===== src/leb_pkg.sv =====
package leb_pkg;
   localparam logic [11:0] LEB_CTRL_ADDR    = 12'h000;
   localparam logic [11:0] LEB_SEL_ADDR     = 12'h004;
   localparam logic [11:0] LEB_LEN_ADDR     = 12'h008;
   localparam logic [11:0] LEB_STAT_ADDR    = 12'h00C;
   localparam logic [15:0] LEB_CTRL_RESET   = 16'h0000;
   localparam logic [15:0] LEB_CTRL_WMASK   = 16'hFC3F;
   localparam int          HI_RISE_BIT      = 15;
   localparam int          HI_FALL_BIT      = 14;
   localparam int          LO_RISE_BIT      = 13;
   localparam int          LO_FALL_BIT      = 12;
   localparam int          FAULT_BLANK_BIT  = 11;
   localparam int          CURLIM_BLANK_BIT = 10;
   localparam int          SIG_HIGH_BIT     = 5;
   localparam int          SIG_LOW_BIT      = 4;
   localparam int          HI_HIGH_BIT      = 3;
   localparam int          HI_LOW_BIT       = 2;
   localparam int          LO_HIGH_BIT      = 1;
   localparam int          LO_LOW_BIT       = 0;
   localparam int          SEL_WIDTH        = 2;
   localparam logic [1:0]  SEL_RESET        = 2'h0;
   localparam int          LEN_WIDTH        = 16;
   localparam logic [15:0] LEN_RESET        = 16'h0000;
endpackage


===== src/sync2.sv =====
`timescale 1ns/1ps
module sync2 #(
   parameter int W = 1
) (
   input  wire logic         clk,
   input  wire logic         rst_n,
   input  wire logic [W-1:0] din,
   output logic      [W-1:0] dout
);
   logic [W-1:0] meta_q;
   // first stage is read only by the second stage
   always_ff @(posedge clk or negedge rst_n) begin
      if (!rst_n) begin
         meta_q <= '0;
         dout   <= '0;
      end else begin
         meta_q <= din;
         dout   <= meta_q;
      end
   end
endmodule


===== src/pwm_leading_edge_blanking_control.sv =====
// Design decisions made here: the address map and the APB interface to the registers.
`timescale 1ns/1ps
//Function
// RL1: high-side rising/falling edges restart blanking counter when their enables are set.
// RL2: low-side rising/falling edges restart blanking counter when their enables are set.
// RL3: blanking masks fault and/or current-limit input per their enables.
// RL4: state blanking while high-side output high or low, per enables.
// RL5: state blanking while low-side output high or low, per enables.
// RL6: state blanking while selected blanking signal high or low, per enables.
// RL7: blanking signal source comes from a separate selection field, not this register.
module pwm_leading_edge_blanking_control
   import leb_pkg::*;
#(
   parameter int NSRC = 4
) (
   input  wire logic                 pclk,
   input  wire logic                 presetn,
   input  wire logic                 psel,
   input  wire logic                 penable,
   input  wire logic                 pwrite,
   input  wire logic [11:0]          paddr,
   input  wire logic [31:0]          pwdata,
   output logic      [31:0]          prdata,
   output logic                      pready,
   output logic                      pslverr,
   input  wire logic                 pwm_high_side_out,
   input  wire logic                 pwm_low_side_out,
   input  wire logic [NSRC-1:0]      blank_sources,
   input  wire logic                 fault_in,
   input  wire logic                 curlim_in,
   output logic                      fault_out,
   output logic                      curlim_out,
   output logic                      blank_active
);
   logic [15:0]          leading_edge_blank_control_q;
   logic [SEL_WIDTH-1:0] blank_signal_select_q;
   logic [LEN_WIDTH-1:0] blank_len_q;
   logic [LEN_WIDTH-1:0] cnt_q;
   logic                 hi_prev_q;
   logic                 lo_prev_q;
   logic                 hi_s;
   logic                 lo_s;
   logic                 flt_s;
   logic                 cl_s;
   logic [NSRC-1:0]      src_s;
   logic                 sig_s;
   logic                 trig;
   logic                 state_blank;
   logic                 blank;
   logic                 wr_en;
   logic                 addr_ok;

   // every signal pin crosses in through two flops; the registered outputs lag those pins by three cycles
   sync2 #(.W(NSRC + 4)) u_sync (
      .clk   (pclk),
      .rst_n (presetn),
      .din   ({blank_sources, curlim_in, fault_in, pwm_low_side_out, pwm_high_side_out}),
      .dout  ({src_s, cl_s, flt_s, lo_s, hi_s})
   );

   assign addr_ok = (paddr == LEB_CTRL_ADDR) || (paddr == LEB_SEL_ADDR)
                 || (paddr == LEB_LEN_ADDR) || (paddr == LEB_STAT_ADDR);
   assign wr_en   = psel && penable && pwrite && addr_ok;

   always_ff @(posedge pclk or negedge presetn) begin
      if (!presetn) begin
         leading_edge_blank_control_q <= LEB_CTRL_RESET;
         blank_signal_select_q        <= SEL_RESET;
         blank_len_q                  <= LEN_RESET;
      end else if (wr_en) begin
         if (paddr == LEB_CTRL_ADDR) begin
            leading_edge_blank_control_q <= pwdata[15:0] & LEB_CTRL_WMASK;
         end
         if (paddr == LEB_SEL_ADDR) begin
            blank_signal_select_q <= pwdata[SEL_WIDTH-1:0]; // RL7
         end
         if (paddr == LEB_LEN_ADDR) begin
            blank_len_q <= pwdata[LEN_WIDTH-1:0];
         end
      end
   end

   // zero-wait-state slave; unmapped addresses answer with pslverr
   always_ff @(posedge pclk or negedge presetn) begin
      if (!presetn) begin
         prdata  <= 32'h0000_0000;
         pready  <= 1'b0;
         pslverr <= 1'b0;
      end else begin
         pready  <= psel && !penable;
         pslverr <= psel && !penable && !addr_ok;
         prdata  <= 32'h0000_0000;
         if (psel && !penable && !pwrite) begin
            case (paddr)
               LEB_CTRL_ADDR: prdata <= {16'h0000, leading_edge_blank_control_q};
               LEB_SEL_ADDR:  prdata <= {{(32 - SEL_WIDTH){1'b0}}, blank_signal_select_q};
               LEB_LEN_ADDR:  prdata <= {16'h0000, blank_len_q};
               LEB_STAT_ADDR: prdata <= {16'h0000, cnt_q};
               default:       prdata <= 32'h0000_0000;
            endcase
         end
      end
   end

   always_ff @(posedge pclk or negedge presetn) begin
      if (!presetn) begin
         hi_prev_q <= 1'b0;
         lo_prev_q <= 1'b0;
      end else begin
         hi_prev_q <= hi_s;
         lo_prev_q <= lo_s;
      end
   end

   assign trig =
        (leading_edge_blank_control_q[HI_RISE_BIT]  &&  hi_s && !hi_prev_q)  // RL1
     || (leading_edge_blank_control_q[HI_FALL_BIT]  && !hi_s &&  hi_prev_q)  // RL1
     || (leading_edge_blank_control_q[LO_RISE_BIT]  &&  lo_s && !lo_prev_q)  // RL2
     || (leading_edge_blank_control_q[LO_FALL_BIT]  && !lo_s &&  lo_prev_q); // RL2

   // out-of-range select reads as a low blanking signal
   assign sig_s = (32'(blank_signal_select_q) < NSRC) ? src_s[blank_signal_select_q] : 1'b0;

   assign state_blank =
        (leading_edge_blank_control_q[HI_HIGH_BIT]  &&  hi_s)   // RL4
     || (leading_edge_blank_control_q[HI_LOW_BIT]   && !hi_s)   // RL4
     || (leading_edge_blank_control_q[LO_HIGH_BIT]  &&  lo_s)   // RL5
     || (leading_edge_blank_control_q[LO_LOW_BIT]   && !lo_s)   // RL5
     || (leading_edge_blank_control_q[SIG_HIGH_BIT] &&  sig_s)  // RL6
     || (leading_edge_blank_control_q[SIG_LOW_BIT]  && !sig_s); // RL6

   // a new trigger reloads the count even mid-window, extending the blanking
   always_ff @(posedge pclk or negedge presetn) begin
      if (!presetn) begin
         cnt_q <= LEN_RESET;
      end else if (trig) begin
         cnt_q <= blank_len_q; // RL1 RL2
      end else if (cnt_q != 16'h0000) begin
         cnt_q <= cnt_q - 16'h0001;
      end
   end

   assign blank = trig || (cnt_q != 16'h0000) || state_blank;

   always_ff @(posedge pclk or negedge presetn) begin
      if (!presetn) begin
         fault_out    <= 1'b0;
         curlim_out   <= 1'b0;
         blank_active <= 1'b0;
      end else begin
         blank_active <= blank;
         fault_out    <= flt_s && !(blank && leading_edge_blank_control_q[FAULT_BLANK_BIT]); // RL3
         curlim_out   <= cl_s && !(blank && leading_edge_blank_control_q[CURLIM_BLANK_BIT]); // RL3
      end
   end
endmodule


===== config.mk =====
export PLATFORM = sky130hd
export DESIGN_NAME = pwm_leading_edge_blanking_control
export DESIGN_NICKNAME = d
export VERILOG_FILES = /design/src/leb_pkg.sv /design/src/sync2.sv /design/src/pwm_leading_edge_blanking_control.sv
export SDC_FILE = /design/constraint.sdc
export NUM_CORES = 1
export LEC_CHECK = 0
export BUFFER_PORTS_ARGS = -buffer_cell sky130_fd_sc_hd__buf_2
export CAP_MARGIN = 20
export CORE_ASPECT_RATIO = 0.8
export CORE_MARGIN = 4
export CORE_UTILIZATION = 30
export CTS_BUF_LIST = sky130_fd_sc_hd__clkbuf_2 sky130_fd_sc_hd__clkbuf_4 sky130_fd_sc_hd__clkbuf_8
export CTS_CLUSTER_DIAMETER = 60
export DETAILED_ROUTE_END_ITERATION = 8
export RECOVER_POWER = 25
export SLEW_MARGIN = 10
export SYNTH_ARGS = -nofsm -noshare
export SYNTH_HDL_FRONTEND = slang
export SYNTH_HIERARCHICAL = 1
export SYNTH_SLANG_ARGS = --single-unit
export TNS_END_PERCENT = 1

===== constraint.sdc =====
create_clock -name pclk -period 6.04 [get_ports pclk]
set_input_delay 1.208 -clock pclk [delete_from_list [all_inputs] [get_ports pclk]]
set_output_delay 1.208 -clock pclk [all_outputs]
set_load 0.1 [all_outputs]

==> metrics.md, run 1 <==
| Metric | Value |
|---|---|
| Root buffer selected by CTS | `clkbuf_8` |
| Post-CTS sizing | `0` |
| Critical Path Fanout Max | `16` |
| Antenna violations before repair | `0` |
| Gp weighted congestion | `0.911` |
| Met2 WL post-DR | `between 4000 and 5000 um` |
| FF+latch area | `2130 um2` |
| Total of warnings raised by yosys | `6` |
| Sequential group share of total power | `50.7%` |
| Net Sw Power | `0.000481 W` |
| H-tree Lvls | `3` |
| Area of the multi-input gates | `1540 um2` |
| Number of synthesized flops with an enable pin | `0` |
| Status | `complete, but fails checks` |
| Top sig layer | `met4` |
| Clock power frac | `between 20 and 30%` |
| Part of the Yosys area used for sequential elements | `55.8%` |
| Routed vias | `2699` |
| DIE AREA | `14600 um2` |
| Max clock buf depth | `2` |
| Comb pwr share | `~22%` |
| Final Util | `between 30% and 40%` |
| Share of layout cells above drive strength 1 | `30.8%` |
| Yosys cell types | `45` |
| Mapped Area | `roughly 3800 um2` |
| Via density per instance | `just under 5` |
| CP required | `6.29 ns` |
| Synth Instances | `322` |
| Ys async rst share | `100%` |
| Core footprint | `12300 um2` |
| CTS tree | `built` |
| Postcts setup bufs | `0` |
| Max-slew headroom | `-20.1%` |
| Buffers added on ports | `61` |
| First-pass GRT wire length | `15100 um` |
| Post-DRT Antenna Nets | `0` |
| Leakage power | `2.05 nW` |
| Avg Cell Area, Syn | `approximately 12 um2` |
| Initial Util | `31.0%` |
| Antenna cells | `0` |
| Drc violations | `0` |
| Height of the die | `between 100 and 150 um` |
| Setup crit end kind | `flip-flop` |
| RSZ-0062 raised after global routing | `false` |
| Fillers | `1221` |
| All-layer global routing usage | `a little over an eighth` |
| Setup TNS | `0 ns` |
| Number of global-route vias before repair | `2828` |
| Period minus WS final | `3.02 ns` |
| Max Clock Freq | `331 MHz` |
| Power Internal | `0.000930 W` |
| DP Worst Slack | `2.61 ns` |
| Most frequent cells in the layout | `dfrtp_1, buf_2, nor2_1, mux2_2` |
| Critical Path AT | `about 3.3 ns` |
| Main synth FF type | `dfrtp_1` |
| Placed Cells | `544` |
| Total grt overflow | `0` |
| HP Class | `reg2reg` |
| Wire per inst | `about 17 um` |
| Total Routed Length | `9350 um` |
| Sink Count | `85` |
| Clk_lat worst skew | `0.37 ns` |
| Rows | `36` |
| Failing checks | `max-capacitance violations, max-slew violations` |
| Hold-fix buffers at CTS | `0` |
| Final nets | `~440` |
| Met1 WL | `4590 um` |
| Clk slew on worst S/H paths | `0.08 ns` |
| Fin worst setup slack | `about 3.0 ns` |
| Max-slew violation count | `between 70 and 80` |
| Startpoint types | `input port` |
| # IOs | `94` |
| Worst-Margin Slew | `1.80 ns` |
| #FFs+latches synth | `85` |
| DRT iter0 DRCs | `162` |
| DR pass1 iterations | `4` |
| Final setup viols | `0` |
| Crit path kind | `in2reg` |
| Die W | `between 100 and 150 um` |
| Switching Fraction | `34.1%` |
| Fin crit share | `49.9%` |
| Area Overhead vs Synth | `15.8%` |
| Largest net degree at the start of global routing | `75` |
| Endpoints failing hold | `0` |
| Layout Cells excl Fill | `560` |
| Detailed Place HPWL | `6590 um` |
| Total CTS buffers | `9` |
| Max cap viols | `1` |
| Cell Pwr Density | `roughly 320 nW/um2` |
| Skew final | `0.00752 ns` |
| Hold WS | `0.352 ns` |
| Routed wl met3 | `484 um` |
| Most common library cell in the layout ignoring fill and taps | `dfrtp_1` |
| Maximum vdd drop | `between 0.1 and 0.15 mV` |
-- area by class of cell --
class,instances,area share (%)
inverter,5,0.425
tap,171,4.84
sequential,85,48.2
clock buffer,12,3.74
timing repair buffer,64,7.31
multi-input combinational,219,34.8
clock inverter,4,0.708
-- cell families (layout without fill, tap and decap cells) --
group	Yosys count	count (layout)	share of synthesized area (%)
simple gates	88	88	12.3
flops	85	85	55.8
compound gates	58	58	9.51
mux	49	49	14.9
buf+inv	33	85	5.58
xor+xnor	7	7	1.61
fa+ha+maj	1	1	0.328
other cells	1	16	0.0983
-- synthesized netlist by cell type, types with 3 or more instances --
library cell / number / share of area [%]
xnor2_1: 4 / 0.92
clkbuf_1: 5 / 0.49
inv_1: 5 / 0.49
o31ai_1: 11 / 2.2
buf_6: 3 / 0.89
xor2_1: 3 / 0.69
or4_1: 3 / 0.59
mux4_2: 3 / 1.8
nor2b_1: 3 / 0.49
nand2_1: 11 / 1.1
nor4_1: 6 / 0.98
o22a_1: 3 / 0.69
nor3b_1: 4 / 0.79
a31oi_1: 5 / 0.82
nand4_1: 6 / 0.98
dfrtp_1: 85 / 56
nor2_1: 31 / 3.1
nor3_1: 9 / 1.2
a21oi_1: 16 / 2.1
buf_4: 17 / 3.3
mux2_2: 31 / 9.2
o21ai_0: 14 / 1.8
nand3_1: 3 / 0.39
mux2i_1: 15 / 3.9
-- power by group through the flow --
stage                     clock network (W)  registers (W)  logic (W)
final                              0.000390       0.000716   0.000305
after global routing               0.000429       0.000730   0.000338
after CTS                          0.000406       0.000715   0.000308
after detailed placement                  0       0.000727   0.000305
after global placement                    0       0.000724   0.000301
after floorplan                           0       0.000707   0.000256
-- stage by stage --
stage	total power, W	area [um2]
after floorplan	0.000963	3870
after global placement	0.00103	4230
after detailed placement	0.00103	4230
after CTS	0.00143	4420
after global routing	0.00150	4420
final	0.00141	4420
-- final timing paths --
kind	end	startpoint	cells past startpoint	slack, ns
max	blank_len_q[12]	paddr[9]	5	3.02
min	u_sync/dout[5]	u_sync/meta_q[5]	0	0.35
max reg2reg	cnt_q[8]	cnt_q[0]	6	3.47
min reg2reg	u_sync/dout[5]	u_sync/meta_q[5]	0	0.35
max in group asynchronous	lo_prev_q	presetn	2	3.05
min in group asynchronous	u_sync/meta_q[0]	presetn	1	0.81
-- sequential cells by signal, indices dropped and copies added (netlist names), 2 cells and up --
name,count
cnt_q,16
u_sync/meta_q,8
leading_edge_blank_control_q,12
u_sync/dout,8
blank_signal_select_q,2
prdata,16
blank_len_q,16
-- critical path: stages --
cell and delay (ns):
buf_2 0.09, nor4_1 0.46, nand4_1 0.30, nor3_4 0.78, mux2_2 0.42
-- metal layers --
metal	vias to the layer above	global-route usage, %
met2	64	20.2
met3	11	4.24
met4	0	3.49
met5	-	0
met1	1355	19.0
li1	1269	-
Note: power is estimated with default switching activity, not from simulation.
==> run 2, diff against run 1 <==
--- a/config.mk
+++ b/config.mk
@@ -5,6 +5,7 @@
 export SDC_FILE = /design/constraint.sdc
 export NUM_CORES = 1
 export LEC_CHECK = 0
+export ABC_AREA = 1
 export BUFFER_PORTS_ARGS = -buffer_cell sky130_fd_sc_hd__buf_2
 export CAP_MARGIN = 20
 export CORE_ASPECT_RATIO = 0.8
==> constraint.sdc (replaced) <==
create_clock -name pclk -period 2.96 [get_ports pclk]
set_input_delay 0.592 -clock pclk [delete_from_list [all_inputs] [get_ports pclk]]
set_output_delay 0.592 -clock pclk [all_outputs]
set_load 0.1 [all_outputs]
==> run 2 against run 1 <==
Compared with the run above:
- the run now ends clean
- register-to-register slack worse by 2.6 ns
- cell count rose by 35%
- sequential share of layout area shrank 3.3 points
- first-iteration DRC count decreased by 12%
- setup slack worse by 2.1 ns
- clock power up 96%
- critical endpoint is now cnt_q[1]
- largest cell class unchanged
==> metrics.md, run 2 <==
| Metric | Value |
|---|---|
| Status | `finished clean` |
| HP Class | `in2reg` |
| Post-CTS sizing | `0` |
| Synth Instances | `between 500 and 600` |
| Worst-Margin Slew | `around 1.2 ns` |
| Max-slew headroom | `19.5%` |
| Total of warnings raised by yosys | `6` |
| Tot Pwr | `0.00221 W` |
| Fin crit share | `69.3%` |
| Antenna cells | `0` |
| Rows | `38` |
| CTS tree | `built` |
| Max-slew violation count | `0` |
| Clk_lat worst skew | `0.36 ns` |
| Critical Path AT | `2.30 ns` |
| Final setup viols | `0` |
| Hold WS | `~0.33 ns` |
| First-pass GRT wire length | `around 16000 um` |
| H-tree Lvls | `3` |
| Most frequent cell after synthesis | `nand2_1` |
| Buffers added on ports | `61` |
| Setup TNS | `0 ns` |
| Skew final | `0.00734 ns` |
| Part of the Yosys area used for sequential elements | `51.6%` |
| Post-DRT Antenna Nets | `0` |
| Setup crit end kind | `flip-flop` |
| Routed vias | `3298` |
| Total CTS buffers | `9` |
| Avg Cell Area, Syn | `8.09 um2` |
| Area leader, netlist | `dfrtp_1` |
| Largest net degree at the start of global routing | `48` |
| Cell Pwr Density | `467 nW/um2` |
| Die W | `approximately 140 um` |
| Number of synthesized flops with an enable pin | `0` |
| Hold-fix buffers at CTS | `0` |
| Synth area leaders | `dfrtp_1, nand2_1, inv_1` |
| Drc violations | `0` |
| Height of the die | `113 um` |
| Leakage power | `around 2.6 nW` |
| Total grt overflow | `0` |
| Startpoint types | `flip-flop` |
| Share of layout cells above drive strength 1 | `16.3%` |
| Most common library cell in the layout ignoring fill and taps | `nand2_1` |
| Via density per instance | `4.35` |
| DIE AREA | `~16000 um2` |
| Max clock buf depth | `2` |
| Gp weighted congestion | `0.887` |
| Most frequent cells in the layout | `nand2_1, dfrtp_1, inv_1, nor2_1, buf_2` |
| Registers with the most flip-flops | `blank_len_q: 16 flops, cnt_q: 16 flops, prdata: 16 flops` |
| Postcts setup bufs | `0` |
| Endpoints failing hold | `0` |
| DRT iter0 DRCs | `142` |
| Number of global-route vias before repair | `3102` |
| Crit path kind | `reg2reg` |
| Clk slew on worst S/H paths | `0.09 ns` |
| All-layer global routing usage | `12.5%` |
| Sink Count | `85` |
| #FFs+latches synth | `85` |
| Initial Util | `30.5%` |
| Max Clock Freq | `487 MHz` |
| RSZ-0062 raised after global routing | `false` |
| Total Routed Length | `9490 um` |
| Detailed Place HPWL | `approximately 7100 um` |
| Commonest cells in the netlist | `nand2_1, dfrtp_1, inv_1` |
| Ys async rst share | `100%` |
| Yosys cell types | `28` |
| Wire per inst | `12.5 um` |
| # IOs | `94` |
| Maximum vdd drop | `0.301 mV` |
| Antenna violations before repair | `0` |
| Core footprint | `roughly 14000 um2` |
| Mapped Area | `4120 um2` |
| Final nets | `between 600 and 700` |
| Area Overhead vs Synth | `15.0%` |
| Period minus WS final | `2.05 ns` |
| Max cap viols | `0` |
| Root buffer selected by CTS | `clkbuf_8` |
| CP required | `3.21 ns` |
| Main synth FF type | `dfrtp_1` |
| Critical Path Fanout Max | `5` |
| Top cell type's share of synthesized area | `51.6%` |
| DR pass1 iterations | `5` |
==> run 2: cell count changes after synthesis, sizes merged, moves of 8 or more <==
cell	change
nor2	+40
a21oi	-8
nand2	+97
xor2	+8
nand3	+20
o31ai	-11
mux2	-31
inv	+79
o21ai	+41
nand4	+12
mux2i	-15
==> run 2: critical path, stage by stage (launching register included) <==
cell     delay (ns)
dfrtp_1        0.39
inv_1          0.13
ha_1           0.21
nand3_1        0.17
nor2_1         0.14
nand2_1        0.06
nor2_1         0.40
buf_4          0.22
inv_1          0.07
nand2_1        0.06
o21ai_0        0.08
==> run 2: kinds of logic (layout without fill, tap and decap cells) <==
family	Yosys count	count (layout)	synth area share, %
compound gates	69	69	9.02
fa+ha+maj	1	1	0.304
flops	85	85	51.6
buf+inv	116	170	12.8
other cells	1	16	0.0910
xor+xnor	12	12	2.55
simple gates	225	225	23.6
==> run 2: metal layers <==
layer | vias up | global-route usage (%) | wire length (um)
li1 | 1667 | - | -
met1 | 1528 | 17.6 | 4600
met2 | 88 | 18.7 | 4270
met3 | 15 | 3.04 | 454
met4 | 0 | 4.50 | 170
met5 | - | 0 | 0
==> run 2: cell type report <==
class | instances | area [um2]
clock buffers | 9 | 124
clock inverters | 7 | 58.8
fillers | 1455 | 8760
inverters | 85 | 319
multi-input cells | 323 | 1520
flip-flops and latches | 85 | 2130
well taps | 180 | 225
repair buffers | 69 | 364
==> run 2: worst paths after layout <==
kind                       slack, ns  depth (start not counted)        startpoint               end
hold reg to reg                 0.35                          0  u_sync/meta_q[0]    u_sync/dout[0]
setup / recovery                0.91                         10          cnt_q[0]          cnt_q[1]
setup reg to reg                0.91                         10          cnt_q[0]          cnt_q[1]
min in group asynchronous       0.47                          1           presetn         cnt_q[12]
hold / removal                  0.33                          1  blank_sources[0]  u_sync/meta_q[4]
max in group asynchronous       1.57                          2           presetn   blank_len_q[14]
==> run 2: per-stage QoR <==
step                worst slack [ns]  utilization (%)  cell area, um2  std cells
finish                         0.908             35.1            4740        758
global route                   0.719             35.1            4740        758
CTS                            0.908             35.1            4740        758
detailed placement             0.759             33.8            4560        742
global placement               0.783             33.8            4560        742
floorplan                       1.20                -            4180        524
==> run 2: power breakdown <==
group	internal (W)	switching [W]	total, W
clock	0.000316	0.000448	0.000764
combinational	0.0000475	0.000194	0.000241
sequential	0.00119	0.0000192	0.00121
total	0.00155	0.000661	0.00221
==> run 3, diff against run 2 <==
--- a/config.mk
+++ b/config.mk
@@ -5,7 +5,7 @@
 export SDC_FILE = /design/constraint.sdc
 export NUM_CORES = 1
 export LEC_CHECK = 0
-export ABC_AREA = 1
+export ABC_AREA = 0
 export BUFFER_PORTS_ARGS = -buffer_cell sky130_fd_sc_hd__buf_2
 export CAP_MARGIN = 20
 export CORE_ASPECT_RATIO = 0.8
==> constraint.sdc (replaced) <==
create_clock -name pclk -period 2.15 [get_ports pclk]
set_input_delay 0.43 -clock pclk [delete_from_list [all_inputs] [get_ports pclk]]
set_output_delay 0.43 -clock pclk [all_outputs]
set_load 0.1 [all_outputs]
==> run 3 against run 2 <==
Compared with the run above:
- register-to-register slack got worse by 0.81 ns
- wire length increased by 0.17%
- critical path depth decreased by 6
- count of clock-buffer cells in the layout increased by 2
- setup slack got worse by 0.81 ns
- sequential share of layout area increased by 0.92 points
- die area decreased by 6.9%
- core utilization increased by 2.7 points
- critical path type unchanged
- largest cell class unchanged
==> metrics.md, run 3 (synthesis results as in run 1) <==
| Metric | Value |
|---|---|
| Antenna violations before repair | `0` |
| Maximum vdd drop | `0.330 mV` |
| Core footprint | `12300 um2` |
| Share of layout cells above drive strength 1 | `a little over a third` |
| Crit. Startpoint | `cnt_q[0]` |
| Number of global-route vias before repair | `2902` |
| Via density per instance | `4.76` |
| Fin crit share | `95.5%` |
| DR pass1 iterations | `4` |
| Gp weighted congestion | `0.927` |
| Drc violations | `0` |
| HP Class | `in2reg` |
| Detailed Place HPWL | `7130 um` |
| Leakage power | `2.18 nW` |
| Period minus WS final | `2.05 ns` |
| H-tree Lvls | `3` |
| Most frequent cells in the layout | `dfrtp_1, buf_2, nor2_1, mux2_2, buf_4` |
| Root buffer selected by CTS | `clkbuf_8` |
| Post-DRT Antenna Nets | `0` |
| Worst-path cell chain | `or4_4, or4_1, or3_1, a31oi_1` |
| Die W | `approximately 130 um` |
| Max clock buf depth | `2` |
| Rows | `36` |
| Placed Cells | `between 500 and 600` |
| Routed vias | `2786` |
| Sink Count | `85` |
| Height of the die | `109 um` |
| Status | `finished clean` |
| FF-to-FF End | `cnt_q[9]` |
| Worst hold path depth | `1` |
| Antenna cells | `0` |
| Worst path max stage delay | `between 0.5 and 0.6 ns` |
| Layout Cells excl Fill | `585` |
| Max Clock Freq | `487 MHz` |
| CTS tree | `built` |
| Skew final | `0.0130 ns` |
| DIE AREA | `14600 um2` |
| Final setup viols | `0` |
| Buffers added on ports | `61` |
| Most common library cell in the layout ignoring fill and taps | `dfrtp_1` |
| Crit path kind | `reg2reg` |
| Critical Path AT | `roughly 2.3 ns` |
| R2R Setup Slk | `0.1 ns` |
| Slowest CP cell | `or4_4` |
| Total grt overflow | `0` |
| R2R cell count | `4` |
| Worst Hold Launch | `pwm_low_side_out` |
| Registers with the most flip-flops | `blank_len_q: 16 flops, cnt_q: 16 flops, prdata: 16 flops` |
| Cell Pwr Density | `900 nW/um2` |
| Final nets | `469` |
| Worst-Margin Slew | `1.20 ns` |
| DRT iter0 DRCs | `~110` |
| Total Routed Length | `around 9500 um` |
| # IOs | `94` |
| Critical Path Fanout Max | `6` |
| Startpoint types | `flip-flop` |
| Setup crit end kind | `flip-flop` |
| CP required | `2.43 ns` |
| Initial Util | `31.0%` |
| Postcts setup bufs | `0` |
| Hold Crit Endpoint | `u_sync/meta_q[1]` |
| Endpoints failing hold | `0` |
| All-layer global routing usage | `13.7%` |
| Max cap viols | `0` |
| Max-slew headroom | `20.2%` |
| Max-slew violation count | `0` |
| Largest net degree at the start of global routing | `41` |
| Worst reg2reg startpoint | `cnt_q[0]` |
| RSZ-0062 raised after global routing | `false` |
| Setup TNS | `0 ns` |
| Area Overhead vs Synth | `21.8%` |
| Wire per inst | `16.3 um` |
| Clk_lat worst skew | `0.36 ns` |
| Clk slew on worst S/H paths | `approximately 0.08 ns` |
| Total CTS buffers | `9` |
| First-pass GRT wire length | `around 15000 um` |
-- run 3: changes by cell type in the layout (fill, tap and decap cells not counted), moves of 15 or more --
cell and delta:
buf_4 +20, inv_1 -79, mux2_2 +31, mux2i_1 +15
nand2_1 -96, nand3_1 -18, nor2_1 -38, o21ai_0 -38
-- run 3: routing by layer --
metal | share of wire (%) | wire [um] | global-route usage (%)
met5 | 0 | 0 | 0
met3 | 6.0 | 575 | 4.38
met1 | 48 | 4590 | 18.6
met4 | 1.8 | 170 | 4.58
met2 | 44 | 4170 | 20.7
-- run 3: power by group --
| part | internal (W) | switching [W] | leakage [nW] |
|---|---|---|---|
| logic | 0.000474 | 0.000646 | 0.980 |
| clock network | 0.000573 | 0.000550 | 0.0953 |
| registers | 0.00177 | 0.000171 | 1.11 |
-- run 3: critical path: cells and delay by family, from the launching register on --
family          cells  cell delay [ns]
simple gates        3             1.35
flops               1             0.45
compound gates      1             0.16
-- run 3: what timing repair did --
item                                   in CTS  in global routing
endpoints found under the hold margin      20                  0
setup endpoints to repair                   0                  6
gates resized for setup                     0                  4
hold buffers                                1                  0
-- run 3: worst max-delay path by stage --
stage	slack, ns	cells past startpoint	end
finish	0.1	4	cnt_q[9]
CTS	0.05	6	fault_out
global placement	0.08	6	leading_edge_blank_control_q[13]
detailed placement	0.006	6	leading_edge_blank_control_q[2]
floorplan	0.08	5	blank_len_q[0]
global route	0.02	5	cnt_q[15]
-- run 3: cell type report --
cell class / count / area, um2
clock buffers: 11 / 145
clock inverters: 3 / 46.3
fillers: 1233 / 7650
inverters: 5 / 18.8
multi-input cells: 219 / 1550
flip-flops and latches: 85 / 2130
well taps: 171 / 214
repair buffers: 91 / 544
-- run 3: stage by stage --
step           utilization [%]  cell area, um2  power [W]  setup slack, ns  hold slack [ns]
6_report                  37.8            4650    0.00418           0.0971            0.166
2_1_floorplan                -            3870    0.00271           0.0766            0.134
5_1_grt                   37.8            4650    0.00444           0.0169            0.144
4_1_cts                   37.7            4630    0.00421           0.0482            0.153
3_3_place_gp              36.0            4430    0.00306           0.0761            0.333
3_5_place_dp              36.0            4430    0.00307          0.00576            0.335
